==> config.mk <==
export PLATFORM = sky130hd
export DESIGN_NAME = exec_unit
export DESIGN_NICKNAME = d
export VERILOG_FILES = /design/src/data_ram.v /design/src/exec_unit.v
export VERILOG_INCLUDE_DIRS = /design/src /design/src/src
export SDC_FILE = /design/constraint.sdc
export NUM_CORES = 2
export LEC_CHECK = 0
export ABC_AREA = 1
export BUFFER_PORTS_ARGS = -buffer_cell sky130_fd_sc_hd__buf_2
export CORE_MARGIN = 1
export CORE_UTILIZATION = 35
export CTS_BUF_LIST = sky130_fd_sc_hd__clkbuf_2
export DETAILED_ROUTE_END_ITERATION = 10
export PLACE_DENSITY = 0.6
export SETUP_SLACK_MARGIN = 0.15
export SYNTH_ARGS = -nofsm -noshare
export SYNTH_HDL_FRONTEND = slang
export SYNTH_SLANG_ARGS = --single-unit
==> constraint.sdc <==
create_clock -name sys_clk_i -period 15.7 [get_ports sys_clk_i]
set_input_delay 3.14 -clock sys_clk_i [delete_from_list [all_inputs] [get_ports sys_clk_i]]
set_output_delay 3.14 -clock sys_clk_i [all_outputs]
set_load 0.01 [all_outputs]
==> src/exec_unit_defs.vh <==
/*
 * constants for the instruction execution unit: register offsets, field
 * positions, opcodes, flag bits and reset values.
 * assumes it is included by bare name and holds definitions only.
 */
`ifndef EXEC_UNIT_DEFS_VH
`define EXEC_UNIT_DEFS_VH

// register byte offsets
`define OFS_EXEC 8'h00
`define OFS_WORK 8'h04
`define OFS_FLAGS 8'h08
`define OFS_PC 8'h0c
`define OFS_STACK 8'h10
`define OFS_MADDR 8'h14
`define OFS_MDATA 8'h18
`define OFS_WDOG 8'h1c

// exec register fields
`define EX_OP 4:0
`define EX_OPND 15:8
`define EX_TGT 27:16

// flag register bits
`define F_C 0
`define F_AC 1
`define F_Z 2
`define F_OV 3
`define F_SLEEP 4
`define F_TO 5
`define F_GATE 6
`define F_BUSY 7
`define FLAGS_RST 8'h00

`define PC_W 12
`define PC_RST 12'h000
`define IRQ_VECTOR 12'h004

// opcodes
`define OP_IDLE 5'h00
`define OP_INV_M 5'h01
`define OP_INV_W 5'h02
`define OP_DADJ 5'h03
`define OP_DEC_M 5'h04
`define OP_DEC_W 5'h05
`define OP_INC_M 5'h06
`define OP_INC_W 5'h07
`define OP_PDOWN 5'h08
`define OP_BRANCH 5'h09
`define OP_CP_MW 5'h0a
`define OP_CP_IW 5'h0b
`define OP_CP_WM 5'h0c
`define OP_OR_M 5'h0d
`define OP_OR_I 5'h0e
`define OP_OR_WB 5'h0f
`define OP_SUBX 5'h10
`define OP_SUBX_V 5'h11
`define OP_IRQX 5'h12
`define OP_RL_M 5'h13
`define OP_RL_W 5'h14
`define OP_RLC_M 5'h15
`define OP_RLC_W 5'h16
`define OP_RR_M 5'h17
`define OP_RR_W 5'h18
`define OP_RRC_M 5'h19
`define OP_RRC_W 5'h1a
`define OP_SBC_W 5'h1b
`define OP_SBC_M 5'h1c

`define BCD_MAX 4'h9
`define BCD_FIX 4'h6
`define RESP_OKAY 2'b00
`define RESP_SLVERR 2'b10

`endif

==> src/data_ram.v <==
/*
 * data memory of the execution unit: one port, synchronous write,
 * registered read.
 * assumes one clock; read data follow the address by one edge.
 */
`timescale 1ns/1ps
module data_ram #(
  parameter AW = 8,
  parameter DW = 8
) (
  input wire clk_i,             // system clock
  input wire we_i,              // write enable
  input wire [AW-1:0] addr_i,   // byte address
  input wire [DW-1:0] wdata_i,  // write data
  output reg [DW-1:0] rdata_o   // registered read data
);
  reg [DW-1:0] mem [0:(1<<AW)-1];

  // read first: a write on the same edge returns the old contents
  always @(posedge clk_i) begin
    if (we_i) begin
      mem[addr_i] <= wdata_i;
    end
    rdata_o <= mem[addr_i];
  end
endmodule // data_ram

==> src/exec_unit.v <==
/*
 * instruction execution unit for an 8-bit core: runs one instruction per
 * software request, holding work_reg, flags, program counter, a one-deep
 * return stack and a watchdog counter; registers on AXI4-Lite.
 * assumes one 100 MHz clock, asynchronous active-low reset and an
 * asynchronous interrupt-pending pin.
 */
// Implementation choices: the AXI4-Lite interface to the registers and the address map.
`timescale 1ns/1ps
`include "exec_unit_defs.vh"
module exec_unit #(
  parameter AW = 8,   // data memory address width
  parameter PRE_W = 8 // watchdog prescaler width
) (
  input wire sys_clk_i,             // system clock
  input wire rst_n_i,               // async reset, active low
  input wire irq_pending_i,         // interrupt pending, async pin
  input wire [7:0] s_axi_awaddr,    // write address
  input wire s_axi_awvalid,         // write address valid
  output reg s_axi_awready,         // write address ready
  input wire [31:0] s_axi_wdata,    // write data
  input wire [3:0] s_axi_wstrb,     // write byte strobes
  input wire s_axi_wvalid,          // write data valid
  output reg s_axi_wready,          // write data ready
  output reg [1:0] s_axi_bresp,     // write response
  output reg s_axi_bvalid,          // write response valid
  input wire s_axi_bready,          // write response ready
  input wire [7:0] s_axi_araddr,    // read address
  input wire s_axi_arvalid,         // read address valid
  output reg s_axi_arready,         // read address ready
  output reg [31:0] s_axi_rdata,    // read data
  output reg [1:0] s_axi_rresp,     // read response
  output reg s_axi_rvalid,          // read data valid
  input wire s_axi_rready,          // read data ready
  output reg halted_o,              // power-down, core clock stopped
  output reg irq_service_o          // pulse: pending interrupt vectored
);
  // ---------------------------------------------------------------
  // declarations
  // ---------------------------------------------------------------
  localparam S_IDLE = 3'd0;
  localparam S_FETCH = 3'd1;
  localparam S_EXEC = 3'd2;
  localparam S_DUMMY = 3'd3;
  localparam S_HALT = 3'd4;

  reg [2:0] state_r;
  reg busy_q_r;
  reg [4:0] op_r;
  reg [7:0] opnd_r;
  reg [`PC_W-1:0] tgt_r;
  reg [7:0] work_reg_r;
  reg [7:0] flags_r;
  reg [`PC_W-1:0] pc_r;
  reg [`PC_W-1:0] stack_r;
  reg [AW-1:0] maddr_r;
  reg [7:0] watchdog_counter_r;
  reg [PRE_W-1:0] pre_r;
  reg irq_s1_r;
  reg irq_s2_r;
  reg [7:0] aw_addr_r;
  reg [31:0] w_data_r;
  reg [3:0] w_strb_r;
  reg aw_got_r;
  reg w_got_r;
  reg [7:0] ar_addr_r;
  reg rd_pend_r;

  wire busy = (state_r == S_FETCH) || (state_r == S_EXEC) ||
              (state_r == S_DUMMY);
  wire do_wr = aw_got_r && w_got_r && !busy;
  wire do_rd = rd_pend_r && !busy && !busy_q_r;
  wire exec_go = do_wr && (aw_addr_r == `OFS_EXEC) && w_strb_r[0];
  wire [7:0] m_rd;
  wire [31:0] flags_rd = {24'h0, busy, flags_r[6:0]};

  // ---------------------------------------------------------------
  // helpers
  // ---------------------------------------------------------------
  // byte-lane merge under write strobes
  function [31:0] merge;
    input [31:0] old;
    input [31:0] nw;
    input [3:0] strb;
    integer i;
    begin
      merge = old;
      for (i = 0; i < 4; i = i + 1) begin
        if (strb[i]) begin
          merge[i*8 +: 8] = nw[i*8 +: 8];
        end
      end
    end
  endfunction

  function is_zero;
    input [7:0] v;
    begin
      is_zero = (v == 8'h00);
    end
  endfunction

  function mapped;
    input [7:0] a;
    begin
      mapped = (a == `OFS_EXEC) || (a == `OFS_WORK) ||
               (a == `OFS_FLAGS) || (a == `OFS_PC) ||
               (a == `OFS_STACK) || (a == `OFS_MADDR) ||
               (a == `OFS_MDATA) || (a == `OFS_WDOG);
    end
  endfunction

  // byte-merged register write values, cut to each register's width below
  wire [31:0] work_mg = merge({24'h0, work_reg_r}, w_data_r, w_strb_r);
  wire [31:0] flags_mg = merge(flags_rd, w_data_r, w_strb_r);
  wire [31:0] pc_mg = merge({20'h0, pc_r}, w_data_r, w_strb_r);
  wire [31:0] stack_mg = merge({20'h0, stack_r}, w_data_r, w_strb_r);

  // ---------------------------------------------------------------
  // datapath
  // ---------------------------------------------------------------
  // subtract with borrow: carry set means no borrow
  wire nb = ~flags_r[`F_C];
  wire [8:0] sbc_full = {1'b0, work_reg_r} - {1'b0, m_rd} - {8'h00, nb};
  wire [4:0] sbc_low = {1'b0, work_reg_r[3:0]} - {1'b0, m_rd[3:0]} -
                       {4'h0, nb};
  wire sbc_ov = (work_reg_r[7] != m_rd[7]) &&
                (sbc_full[7] != work_reg_r[7]);

  // decimal adjust corrections judged on the original nibbles
  wire dadj_lo = (work_reg_r[3:0] > `BCD_MAX) ||
                 flags_r[`F_AC];
  wire dadj_hi = (work_reg_r[7:4] > `BCD_MAX) ||
                 flags_r[`F_C];
  wire [7:0] dadj_add = {dadj_hi ? `BCD_FIX : 4'h0,
                         dadj_lo ? `BCD_FIX : 4'h0};
  wire [8:0] dadj_sum = {1'b0, work_reg_r} + {1'b0, dadj_add};

  reg [7:0] res;
  reg to_mem;
  reg to_work;
  reg upd_z;
  reg new_c;
  reg upd_c;

  // result, destination and flag selection per opcode
  always @* begin
    res = 8'h00;
    to_mem = 1'b0;
    to_work = 1'b0;
    upd_z = 1'b0;
    new_c = flags_r[`F_C];
    upd_c = 1'b0;
    case (op_r)
      `OP_INV_M, `OP_INV_W: begin
        res = ~m_rd;
        to_mem = (op_r == `OP_INV_M);
        to_work = (op_r == `OP_INV_W);
        upd_z = 1'b1;
      end
      `OP_DADJ: begin
        res = dadj_sum[7:0];
        to_mem = 1'b1;
        new_c = flags_r[`F_C] | dadj_sum[8];
        upd_c = 1'b1;
      end
      `OP_DEC_M, `OP_DEC_W: begin
        res = m_rd - 8'h01;
        to_mem = (op_r == `OP_DEC_M);
        to_work = (op_r == `OP_DEC_W);
        upd_z = 1'b1;
      end
      `OP_INC_M, `OP_INC_W: begin
        res = m_rd + 8'h01;
        to_mem = (op_r == `OP_INC_M);
        to_work = (op_r == `OP_INC_W);
        upd_z = 1'b1;
      end
      `OP_CP_MW: begin
        res = m_rd;
        to_work = 1'b1;
      end
      `OP_CP_IW, `OP_SUBX_V: begin
        res = opnd_r;
        to_work = 1'b1;
      end
      `OP_CP_WM: begin
        res = work_reg_r;
        to_mem = 1'b1;
      end
      `OP_OR_M, `OP_OR_WB: begin
        res = work_reg_r | m_rd;
        to_mem = (op_r == `OP_OR_WB);
        to_work = (op_r == `OP_OR_M);
        upd_z = 1'b1;
      end
      `OP_OR_I: begin
        res = work_reg_r | opnd_r;
        to_work = 1'b1;
        upd_z = 1'b1;
      end
      `OP_RL_M, `OP_RL_W: begin
        res = {m_rd[6:0], m_rd[7]};
        to_mem = (op_r == `OP_RL_M);
        to_work = (op_r == `OP_RL_W);
      end
      `OP_RLC_M, `OP_RLC_W: begin
        res = {m_rd[6:0], flags_r[`F_C]};
        new_c = m_rd[7];
        upd_c = 1'b1;
        to_mem = (op_r == `OP_RLC_M);
        to_work = (op_r == `OP_RLC_W);
      end
      `OP_RR_M, `OP_RR_W: begin
        res = {m_rd[0], m_rd[7:1]};
        to_mem = (op_r == `OP_RR_M);
        to_work = (op_r == `OP_RR_W);
      end
      `OP_RRC_M, `OP_RRC_W: begin
        res = {flags_r[`F_C], m_rd[7:1]};
        new_c = m_rd[0];
        upd_c = 1'b1;
        to_mem = (op_r == `OP_RRC_M);
        to_work = (op_r == `OP_RRC_W);
      end
      `OP_SBC_W, `OP_SBC_M: begin
        res = sbc_full[7:0];
        to_mem = (op_r == `OP_SBC_M);
        to_work = (op_r == `OP_SBC_W);
        upd_z = 1'b1;
        new_c = ~sbc_full[8];
        upd_c = 1'b1;
      end
      default: begin
        res = 8'h00; // idle and unused codes write no result; only pc advances
      end
    endcase
  end

  wire mem_we = ((state_r == S_EXEC) && to_mem) ||
                (do_wr && (aw_addr_r == `OFS_MDATA) && w_strb_r[0]);
  wire [7:0] mem_wd = (state_r == S_EXEC) ? res : w_data_r[7:0];
  wire [AW-1:0] mem_a = busy ? opnd_r[AW-1:0] : maddr_r;

  data_ram #(.AW(AW), .DW(8)) u_ram (
    .clk_i(sys_clk_i),
    .we_i(mem_we),
    .addr_i(mem_a),
    .wdata_i(mem_wd),
    .rdata_o(m_rd)
  );

  // ---------------------------------------------------------------
  // interrupt pin synchroniser
  // ---------------------------------------------------------------
  always @(posedge sys_clk_i or negedge rst_n_i) begin
    if (!rst_n_i) begin
      irq_s1_r <= 1'b0;
      irq_s2_r <= 1'b0;
    end else begin
      irq_s1_r <= irq_pending_i;
      irq_s2_r <= irq_s1_r;
    end
  end

  // ---------------------------------------------------------------
  // sequencer and architectural state
  // ---------------------------------------------------------------
  // software writes to work_reg/flags/pc only land while idle or halted, since the
  // bus write is held off during an instruction
  always @(posedge sys_clk_i or negedge rst_n_i) begin
    if (!rst_n_i) begin
      state_r <= S_IDLE;
      busy_q_r <= 1'b0;
      op_r <= `OP_IDLE;
      opnd_r <= 8'h00;
      tgt_r <= `PC_RST;
      work_reg_r <= 8'h00;
      flags_r <= `FLAGS_RST;
      pc_r <= `PC_RST;
      stack_r <= `PC_RST;
      maddr_r <= {AW{1'b0}};
      watchdog_counter_r <= 8'h00;
      pre_r <= {PRE_W{1'b0}};
      halted_o <= 1'b0;
      irq_service_o <= 1'b0;
    end else begin
      busy_q_r <= busy;
      irq_service_o <= 1'b0;
      if (do_wr) begin
        case (aw_addr_r)
          `OFS_WORK: work_reg_r <= work_mg[7:0];
          `OFS_FLAGS: flags_r <= {1'b0, flags_mg[6:0]};
          `OFS_PC: pc_r <= pc_mg[`PC_W-1:0];
          `OFS_STACK: stack_r <= stack_mg[`PC_W-1:0];
          `OFS_MADDR: maddr_r <= w_data_r[AW-1:0];
          default: ;
        endcase
      end
      // watchdog ticks only while the core clock runs; placed after the
      // bus write so a timeout set in the same edge wins over a flags write
      if (state_r != S_HALT) begin
        pre_r <= pre_r + {{(PRE_W-1){1'b0}}, 1'b1};
        if (&pre_r) begin
          watchdog_counter_r <= watchdog_counter_r + 8'h01;
          if (&watchdog_counter_r) begin
            flags_r[`F_TO] <= 1'b1;
          end
        end
      end
      case (state_r)
        S_IDLE, S_HALT: begin
          if (exec_go) begin
            op_r <= w_data_r[`EX_OP];
            opnd_r <= w_data_r[`EX_OPND];
            tgt_r <= w_data_r[`EX_TGT];
            state_r <= S_FETCH;
            halted_o <= 1'b0;
          end else if ((state_r == S_HALT) && irq_s2_r) begin
            state_r <= S_IDLE; // pending interrupt wakes the core
            halted_o <= 1'b0;
          end
        end
        S_FETCH: begin
          state_r <= S_EXEC; // memory operand arrives next edge
        end
        S_EXEC: begin
          state_r <= S_IDLE;
          pc_r <= pc_r + 12'h001;
          if (to_work) begin
            work_reg_r <= res;
          end
          if (upd_z) begin
            flags_r[`F_Z] <= is_zero(res);
          end
          if (upd_c) begin
            flags_r[`F_C] <= new_c;
          end
          if ((op_r == `OP_SBC_W) || (op_r == `OP_SBC_M)) begin
            flags_r[`F_AC] <= ~sbc_low[4];
            flags_r[`F_OV] <= sbc_ov;
          end
          case (op_r)
            `OP_PDOWN: begin
              watchdog_counter_r <= 8'h00;
              pre_r <= {PRE_W{1'b0}};
              flags_r[`F_SLEEP] <= 1'b1;
              flags_r[`F_TO] <= 1'b0;
              halted_o <= 1'b1;
              state_r <= S_HALT;
            end
            `OP_BRANCH: begin
              pc_r <= tgt_r;
              state_r <= S_DUMMY;
            end
            `OP_SUBX, `OP_SUBX_V: begin
              pc_r <= stack_r;
              state_r <= S_DUMMY;
            end
            `OP_IRQX: begin
              state_r <= S_DUMMY;
              if (irq_s2_r) begin
                // vector at once, return lands on the restored address
                pc_r <= `IRQ_VECTOR;
                flags_r[`F_GATE] <= 1'b0;
                irq_service_o <= 1'b1;
              end else begin
                pc_r <= stack_r;
                flags_r[`F_GATE] <= 1'b1;
              end
            end
            default: ;
          endcase
        end
        S_DUMMY: begin
          state_r <= S_IDLE; // dummy slot while the new address loads
        end
        default: begin
          state_r <= S_IDLE;
        end
      endcase
    end
  end

  // ---------------------------------------------------------------
  // AXI4-Lite write channel
  // ---------------------------------------------------------------
  // readies drop after a take and return with the response handshake, so
  // one write at most is open
  always @(posedge sys_clk_i or negedge rst_n_i) begin
    if (!rst_n_i) begin
      s_axi_awready <= 1'b1;
      s_axi_wready <= 1'b1;
      s_axi_bvalid <= 1'b0;
      s_axi_bresp <= `RESP_OKAY;
      aw_got_r <= 1'b0;
      w_got_r <= 1'b0;
      aw_addr_r <= 8'h00;
      w_data_r <= 32'h0;
      w_strb_r <= 4'h0;
    end else begin
      if (s_axi_awvalid && s_axi_awready) begin
        aw_got_r <= 1'b1;
        aw_addr_r <= s_axi_awaddr;
        s_axi_awready <= 1'b0;
      end
      if (s_axi_wvalid && s_axi_wready) begin
        w_got_r <= 1'b1;
        w_data_r <= s_axi_wdata;
        w_strb_r <= s_axi_wstrb;
        s_axi_wready <= 1'b0;
      end
      if (do_wr) begin
        aw_got_r <= 1'b0;
        w_got_r <= 1'b0;
        s_axi_bvalid <= 1'b1;
        s_axi_bresp <= mapped(aw_addr_r) ? `RESP_OKAY : `RESP_SLVERR;
      end
      if (s_axi_bvalid && s_axi_bready) begin
        s_axi_bvalid <= 1'b0;
        s_axi_awready <= 1'b1;
        s_axi_wready <= 1'b1;
      end
    end
  end

  // ---------------------------------------------------------------
  // AXI4-Lite read channel
  // ---------------------------------------------------------------
  // memory reads wait one idle cycle so the ram output follows maddr
  always @(posedge sys_clk_i or negedge rst_n_i) begin
    if (!rst_n_i) begin
      s_axi_arready <= 1'b1;
      s_axi_rvalid <= 1'b0;
      s_axi_rdata <= 32'h0;
      s_axi_rresp <= `RESP_OKAY;
      ar_addr_r <= 8'h00;
      rd_pend_r <= 1'b0;
    end else begin
      if (s_axi_arvalid && s_axi_arready) begin
        ar_addr_r <= s_axi_araddr;
        rd_pend_r <= 1'b1;
        s_axi_arready <= 1'b0;
      end
      if (do_rd) begin
        rd_pend_r <= 1'b0;
        s_axi_rvalid <= 1'b1;
        s_axi_rresp <= mapped(ar_addr_r) ? `RESP_OKAY : `RESP_SLVERR;
        case (ar_addr_r)
          `OFS_EXEC: s_axi_rdata <= {4'h0, tgt_r, opnd_r, 3'h0, op_r};
          `OFS_WORK: s_axi_rdata <= {24'h0, work_reg_r};
          `OFS_FLAGS: s_axi_rdata <= flags_rd;
          `OFS_PC: s_axi_rdata <= {20'h0, pc_r};
          `OFS_STACK: s_axi_rdata <= {20'h0, stack_r};
          `OFS_MADDR: s_axi_rdata <= {{(32-AW){1'b0}}, maddr_r};
          `OFS_MDATA: s_axi_rdata <= {24'h0, m_rd};
          `OFS_WDOG: s_axi_rdata <= {23'h0, halted_o, watchdog_counter_r};
          default: s_axi_rdata <= 32'h0;
        endcase
      end
      if (s_axi_rvalid && s_axi_rready) begin
        s_axi_rvalid <= 1'b0;
        s_axi_arready <= 1'b1;
      end
    end
  end
endmodule // exec_unit

After elaboration in Yosys (flattened, before gate mapping):

Memories as Yosys holds them, arrays and structs flattened. A register that Yosys moved wholly into a read port is not among the register bits.
Cells that the tools add are included.

* register bits after elaboration: 186
* bits in writable memories: 2048
* output and inout port bits: 43
* memories kept: 1

* add/subtract/negate cells: 10
* order comparisons: 2
* equal/unequal tests: 52
* muxes and demuxes: 75
* bitwise logic cells: 7
* reductions and logical operators: 81

Memories
* u_ram.mem: words 256, bits a word 8, rd ports 1, clocked after Yosys merged registers in 1, write ports 1, RTL line data_ram.v:17 `reg [DW-1:0] mem [0:(1<<AW)-1];`

Operators by type and width (number)
* $pmux 28 s8: 1
* $mux 8: 15
* $pmux 8 s14: 1
* $eq 5x5->1 const B: 13
* $eq 8x5->1 const B: 8
* $mux 12: 4
* $eq 5x4->1 const B: 8
* $pmux 12 s3: 1
* $mux 1: 35
* $eq 8x4->1 const B: 4
* $mux 7: 4
* $reduce_bool 2->1: 13
* $reduce_or 2->1: 13
* $add 8x1->8 const B: 3
* $logic_not 8->1: 3
* $eq 5x3->1 const B: 4
* $logic_or 1x1->1: 20
* $pmux 1 s10: 2
* $eq 8x3->1 const B: 2
* $logic_and 1x1->1: 16
* $or 8x8->8: 2
* $reduce_and 8->1: 2
* $reduce_and 3->1: 5
* $add 12x1->12 const B: 1
* other kinds (32): 47

Logic depth before layout (Yosys ltp):

* word-level depth: 11
* mapped depth: 21

Cells and area by module:

A second synthesis with hierarchy kept.

* cells, all modules: 9388
* area total of the unflattened synthesis: 95268.9 sq um

Modules (own cells, without submodules)
* data_ram: instances 1, cells an instance 8021, area an instance 84856.4 sq um
* exec_unit: instances 1, cells an instance 1367, area an instance 10412.5 sq um

Worst setup path before layout:

No wires, ideal clock.

* path kind: register -> register
* start: register work_reg_r[1]
* end: memory u_ram.mem[0][2] (data pin)
* setup time: 2187 ps
* arrival: 11782 ps
* data required time: 13513 ps
* path slack: 1731 ps
* cell stages (with the launch flop): 13
* clock period less this slack: 13969 ps
* cell sequence: dfrtp_1 > inv_1 > a21oi_1 > nor2_1 > inv_1 > ha_1 > inv_1 > fa_1 > o211ai_1 > nor2_1 > nand2_1 > nor2_1 > o21ai_0

* longest elaborated chain between the ends: 6

Ends and longest elaborated chain
* start: declaration: RTL line exec_unit.v:52 `reg [7:0] work_reg_r;`
* start signal: assignment: RTL line exec_unit.v:292 `` `OFS_WORK: work_reg_r <= work_mg[7:0]; ``
* start signal: assignment: RTL line exec_unit.v:331 `work_reg_r <= res;`
* branches (longest 4 deep; another with $sub 8x8->9)
* $pmux 8 s14 *: RTL line exec_unit.v:154 `case (op_r)`
* $mux 8 *: RTL line exec_unit.v:242 `wire [7:0] mem_wd = (state_r == S_EXEC) ? res : w_data_r[7:0];`
* named net mem_wd[2]: RTL line exec_unit.v:242
* end: declaration: RTL line data_ram.v:17

Mark *: on every way through the listed nets, which the timed path passes.

Final worst setup path:

* start: register state_r[2]
* end: register u_ram.rdata_o[5], read port of u_ram.mem

* longest elaborated chain between the ends: 4

Ends and longest elaborated chain
* start: declaration: RTL line exec_unit.v:47 `reg [2:0] state_r;`
* start signal: assignment: RTL line exec_unit.v:273 `state_r <= S_IDLE;`
* start signal: assignment: RTL line exec_unit.v:317 `state_r <= S_FETCH;`
* start signal: assignment: RTL line exec_unit.v:320 `state_r <= S_IDLE;`
* $eq 3x1->1 / $eq 3x2->1 (equally long branches): RTL line exec_unit.v:69 `wire busy = (state_r == S_FETCH) || (state_r == S_EXEC) ||`
* $logic_or 1x1->1: RTL line exec_unit.v:69
* $logic_or 1x1->1 *: RTL line exec_unit.v:69
* $mux 8 *: RTL line exec_unit.v:243 `wire [AW-1:0] mem_a = busy ? opnd_r[AW-1:0] : maddr_r;`
* end: declaration: RTL line data_ram.v:15 `output reg [DW-1:0] rdata_o`

Mark *: on every way between the ends. The rest lies on a longest branch, timed or not.
A chain may end at the register's enable or synchronous reset.

==> flow_summary.yaml <==
placed_design:
  dp.cells: 12521
  dp_hpwl_um: 160600
  routabilityCongestion: 0.9058
  numPortBuffers: 90
clocking:
  clock_sink_count: 2236
  cts_hold_buffers: 0
  cts_tree: "done"
  clock_insertion_delay_worst_skew_ns: 1.92
  cts-buffers-inserted: 592
  post_cts.resized_instances: 0
  max-clock-path-buffers: 4
  clock_pin_slew_of_the_registers_on_the_worst_case_setup_and_hold_paths_ns: 0.11
  htree_levels: 6
  cts_setup_buffers: 0
  cts_root_buffer: "sky130_fd_sc_hd__clkbuf_2"
setup_path:
  ff2ff_path_depth: 18
  cell_by_cell_trace_of_the_critical_path: "inv_2, o21ai_2, nand2_2, buf_4, nand2_8, nor2_4, buf_4, buf_4, nand2_1, nand3_1, nand2_1, nand2_1, o21ai_1, nand2_1, nor2_1, nor2_1, nor2_1, nand2_1"
  timing.critical_path.arrival_ns: 7.67
  start_kind: "flop"
  cp.depth: 18
  critical_path_buf_inv_count: 4
  critical-path-max-stage-delay_ns: 0.80
  timing_worst_setup_path_type: "reg2reg"
  crit_path_top_delay_cell: "sky130_fd_sc_hd__nor2_4"
  ff2ff_setup_slack_ns: 9.71
  critical_path_required_ns: 17.37
  worst_setup_path_end_kind: "flop"
  cpMostUsedCell: "sky130_fd_sc_hd__nand2_1"
  startpoint: "state_r[2]"
  rr_startpoint: "state_r[2]"
  critical_path_peak_fanout: 68
  critical-path-top-delay-family: "simple AND/OR/NAND/NOR gates"
  timing.critical_path.to: "u_ram.rdata_o[5]"
  endpoint_of_the_worst_slack_reg_to_reg_timing_path: "u_ram.rdata_o[5]"
floorplan:
  chip_width_um: 521.8
  floorplan.core_area_mm2: 0.2684
  vertical_extent_of_the_die_um: 521.8
  top_level_ports: 103
  initial_utilization: 0.3524
  fp-row-count: 190
  die-area_mm2: 0.2723
timing:
  hold_ws_ns: 0.3511
  unrepaired_setup_endpoints_after_global_routing: "false"
  final_period_utilization: 0.3818
  timing.slew.headroom: 0.04702
  timing_hold_violations_final: 0
  report.final.setup_viol: 0
  setup_total_negative_slack_ns: 0
  maxSlewViolCount: 0
  finalCriticalPeriod_ns: 5.994
  tightestPinTransition_ns: 1.429
  maxClockFrequency_ghz: 0.1668
  finClkSkew_ns: 0.2617
global_routing:
  grt_pass1_vias: 65585
  grt_pass1_wl_um: 415800
  grt_overflow: 0
  grtUsageTotal: 0.2034
  number_of_antenna_violations_at_the_first_check_in_global_routing: 11
  grt_max_degree: 187
pwr:
  cellPowerDensity_mw_per_mm2: 149.6
  design_power_total_mw: 15.51
  leakage_power_summed_over_all_cells_nw: 41.29
  vdd_drop_max_mv: 0.1443
yosys:
  synth_enable_flop_cells: 2048
  yosysWarningCount: 0
  post_synth_inst_count: 9204
  yosys_register_bits: 2236
  synthesis.area_mm2: 0.09458
  async_flop_share: 0.08050
  synth_area_leader_cell: "sky130_fd_sc_hd__edfxtp_1"
  synth_top_cell_area_share: 0.6502
  synth-seq-area-share: 0.6996
  postSynth.topFlopCell: "sky130_fd_sc_hd__edfxtp_1"
  syn-mean-instance-area_um2: 10.28
  post_synth_num_cell_types: 53
  ys_top_cells_by_area: "sky130_fd_sc_hd__edfxtp_1 65%, sky130_fd_sc_hd__nand2_1 19%, sky130_fd_sc_hd__dfrtp_1 4.7%"
drt:
  firstDrtPassIters: 6
  detailedRoute.firstIterationViolations: 6145
  vias: 67889
  antenna_left: 0
  detail_route.wl_per_cell_um: 20.87
  via_per_inst: 5.034
  postRouteWirelength_um: 281500
  drt_drc_violations_left: 0
final_layout:
  drive_gt1_frac: 0.1176
  area.growth.synth_to_final_pct: 9.581
  final_common_cell: "sky130_fd_sc_hd__nand2_1"
  finish.cell_count_without_fillers: 13486
  most-common-layout-cells: "4698 x sky130_fd_sc_hd__nand2_1, 2048 x sky130_fd_sc_hd__edfxtp_1, 835 x sky130_fd_sc_hd__clkbuf_2, 568 x sky130_fd_sc_hd__nor2_1, 409 x sky130_fd_sc_hd__nand3_1"
  num-nets-final: 9648
min_path:
  hp-class: "reg2reg"
run_status:
  outcome: "completed"
flow_run:
  timing.max_cap.violations: 0
[synth_stat cells, types with 4 or more instances]
library cell and count:
sky130_fd_sc_hd__clkinv_1 6, sky130_fd_sc_hd__nor4_1 8, sky130_fd_sc_hd__o22ai_1 32, sky130_fd_sc_hd__buf_1 33, sky130_fd_sc_hd__clkbuf_1 188, sky130_fd_sc_hd__edfxtp_1 2048, sky130_fd_sc_hd__nor2_2 5, sky130_fd_sc_hd__nand2_2 4
sky130_fd_sc_hd__a21oi_1 115, sky130_fd_sc_hd__o21a_1 4, sky130_fd_sc_hd__mux2_2 12, sky130_fd_sc_hd__dfrtp_1 177, sky130_fd_sc_hd__nand2_1 4709, sky130_fd_sc_hd__inv_2 19, sky130_fd_sc_hd__nand4_1 31, sky130_fd_sc_hd__o21ai_1 67
sky130_fd_sc_hd__a22oi_1 6, sky130_fd_sc_hd__o21ai_0 188, sky130_fd_sc_hd__nand3_1 409, sky130_fd_sc_hd__nor3_1 24, sky130_fd_sc_hd__a31oi_1 6, sky130_fd_sc_hd__xor2_1 20, sky130_fd_sc_hd__inv_1 203, sky130_fd_sc_hd__ha_1 22
sky130_fd_sc_hd__dfxtp_1 8, sky130_fd_sc_hd__buf_4 9, sky130_fd_sc_hd__o211ai_1 13, sky130_fd_sc_hd__buf_2 215, sky130_fd_sc_hd__nor2_1 575
[power breakdown]
part	switching, mW	internal [mW]
logic	3.29	0.851
registers	0.121	7.38
clock network	2.33	1.54
[final cells by class]
class | instances | area (um^2)
fill | 26310 | 164800
antenna | 15 | 37.54
timing repair buffer | 205 | 1470
sequential | 2236 | 66170
tap | 3552 | 4444
inverter | 228 | 855.8
multi-input combinational | 6300 | 25810
clock inverter | 115 | 679.4
clock buffer | 835 | 4179
[flip-flops by register name, indices dropped and copies added (netlist names), 8 cells and up]
| signal | count |
|---|---|
| work_reg_r | 8 |
| stack_r | 12 |
| watchdog_counter_r | 8 |
| w_data_r | 28 |
| u_ram.rdata_o | 8 |
| s_axi_rdata | 28 |
| opnd_r | 8 |
| ar_addr_r | 8 |
| u_ram.mem | 2048 |
| maddr_r | 8 |
| pre_r | 8 |
| aw_addr_r | 8 |
| pc_r | 12 |
| tgt_r | 12 |
[worst min-delay path by stage]
stage	from	endpoint	slack, ns	depth (start not counted)
6_report	irq_s1_r	irq_s2_r	0.35	0
5_1_grt	irq_s1_r	irq_s2_r	0.35	0
4_1_cts	irq_s1_r	irq_s2_r	0.33	0
3_5_place_dp	irq_s1_r	irq_s2_r	0.35	0
3_3_place_gp	irq_s1_r	irq_s2_r	0.34	0
2_1_floorplan	irq_s1_r	irq_s2_r	0.33	0
[worst register-to-register path: stages (launching register included)]
cell and delay [ns]:
sky130_fd_sc_hd__dfrtp_1 0.45, sky130_fd_sc_hd__inv_2 0.16, sky130_fd_sc_hd__o21ai_2 0.18, sky130_fd_sc_hd__nand2_2 0.10, sky130_fd_sc_hd__buf_4 0.57, sky130_fd_sc_hd__nand2_8 0.54, sky130_fd_sc_hd__nor2_4 0.89, sky130_fd_sc_hd__buf_4 0.49
sky130_fd_sc_hd__buf_4 0.81, sky130_fd_sc_hd__nand2_1 0.16, sky130_fd_sc_hd__nand3_1 0.12, sky130_fd_sc_hd__nand2_1 0.06, sky130_fd_sc_hd__nand2_1 0.13, sky130_fd_sc_hd__o21ai_1 0.12, sky130_fd_sc_hd__nand2_1 0.18, sky130_fd_sc_hd__nor2_1 0.08
sky130_fd_sc_hd__nor2_1 0.49, sky130_fd_sc_hd__nor2_1 0.16, sky130_fd_sc_hd__nand2_1 0.17
[per-stage QoR]
stage / worst slack [ns] / instance area (um^2) / utilization
final: 9.706 / 103600 / 0.3862
after global routing: 9.538 / 103600 / 0.3861
after CTS: 9.756 / 103600 / 0.3860
after detailed placement: 9.905 / 98750 / 0.3679
after global placement: 9.935 / 98750 / 0.3679
after floorplan: 1.731 / 94600 / -
[routing by layer]
layer  GRT usage  part of all wire  vias to the layer above
met4     0.08000             0.036                        8
met2      0.3279              0.47                     3105
met1      0.2680              0.41                    32734
li1            -                 -                    31492
met5           0           0.00015                        -
met3     0.04237             0.086                      550
[cells by family (layout without fill, tap and decap cells)]
| family | after synthesis | in the layout | synth area share |
|---|---|---|---|
| buffers and inverters | 673 | 1383 | 0.02991 |
| DFF | 2236 | 2236 | 0.6996 |
| adders and majority gates | 25 | 25 | 0.003545 |
| AOI/OAI and AO/OA | 455 | 455 | 0.02607 |
| muxes | 12 | 12 | 0.001429 |
| xor gates and xnor gates | 22 | 22 | 0.002037 |
| and+or+nand+nor | 5780 | 5780 | 0.2374 |
| other | 1 | 21 | 0.00003965 |
No activity file was read; power rests on OpenSTA's default activity.
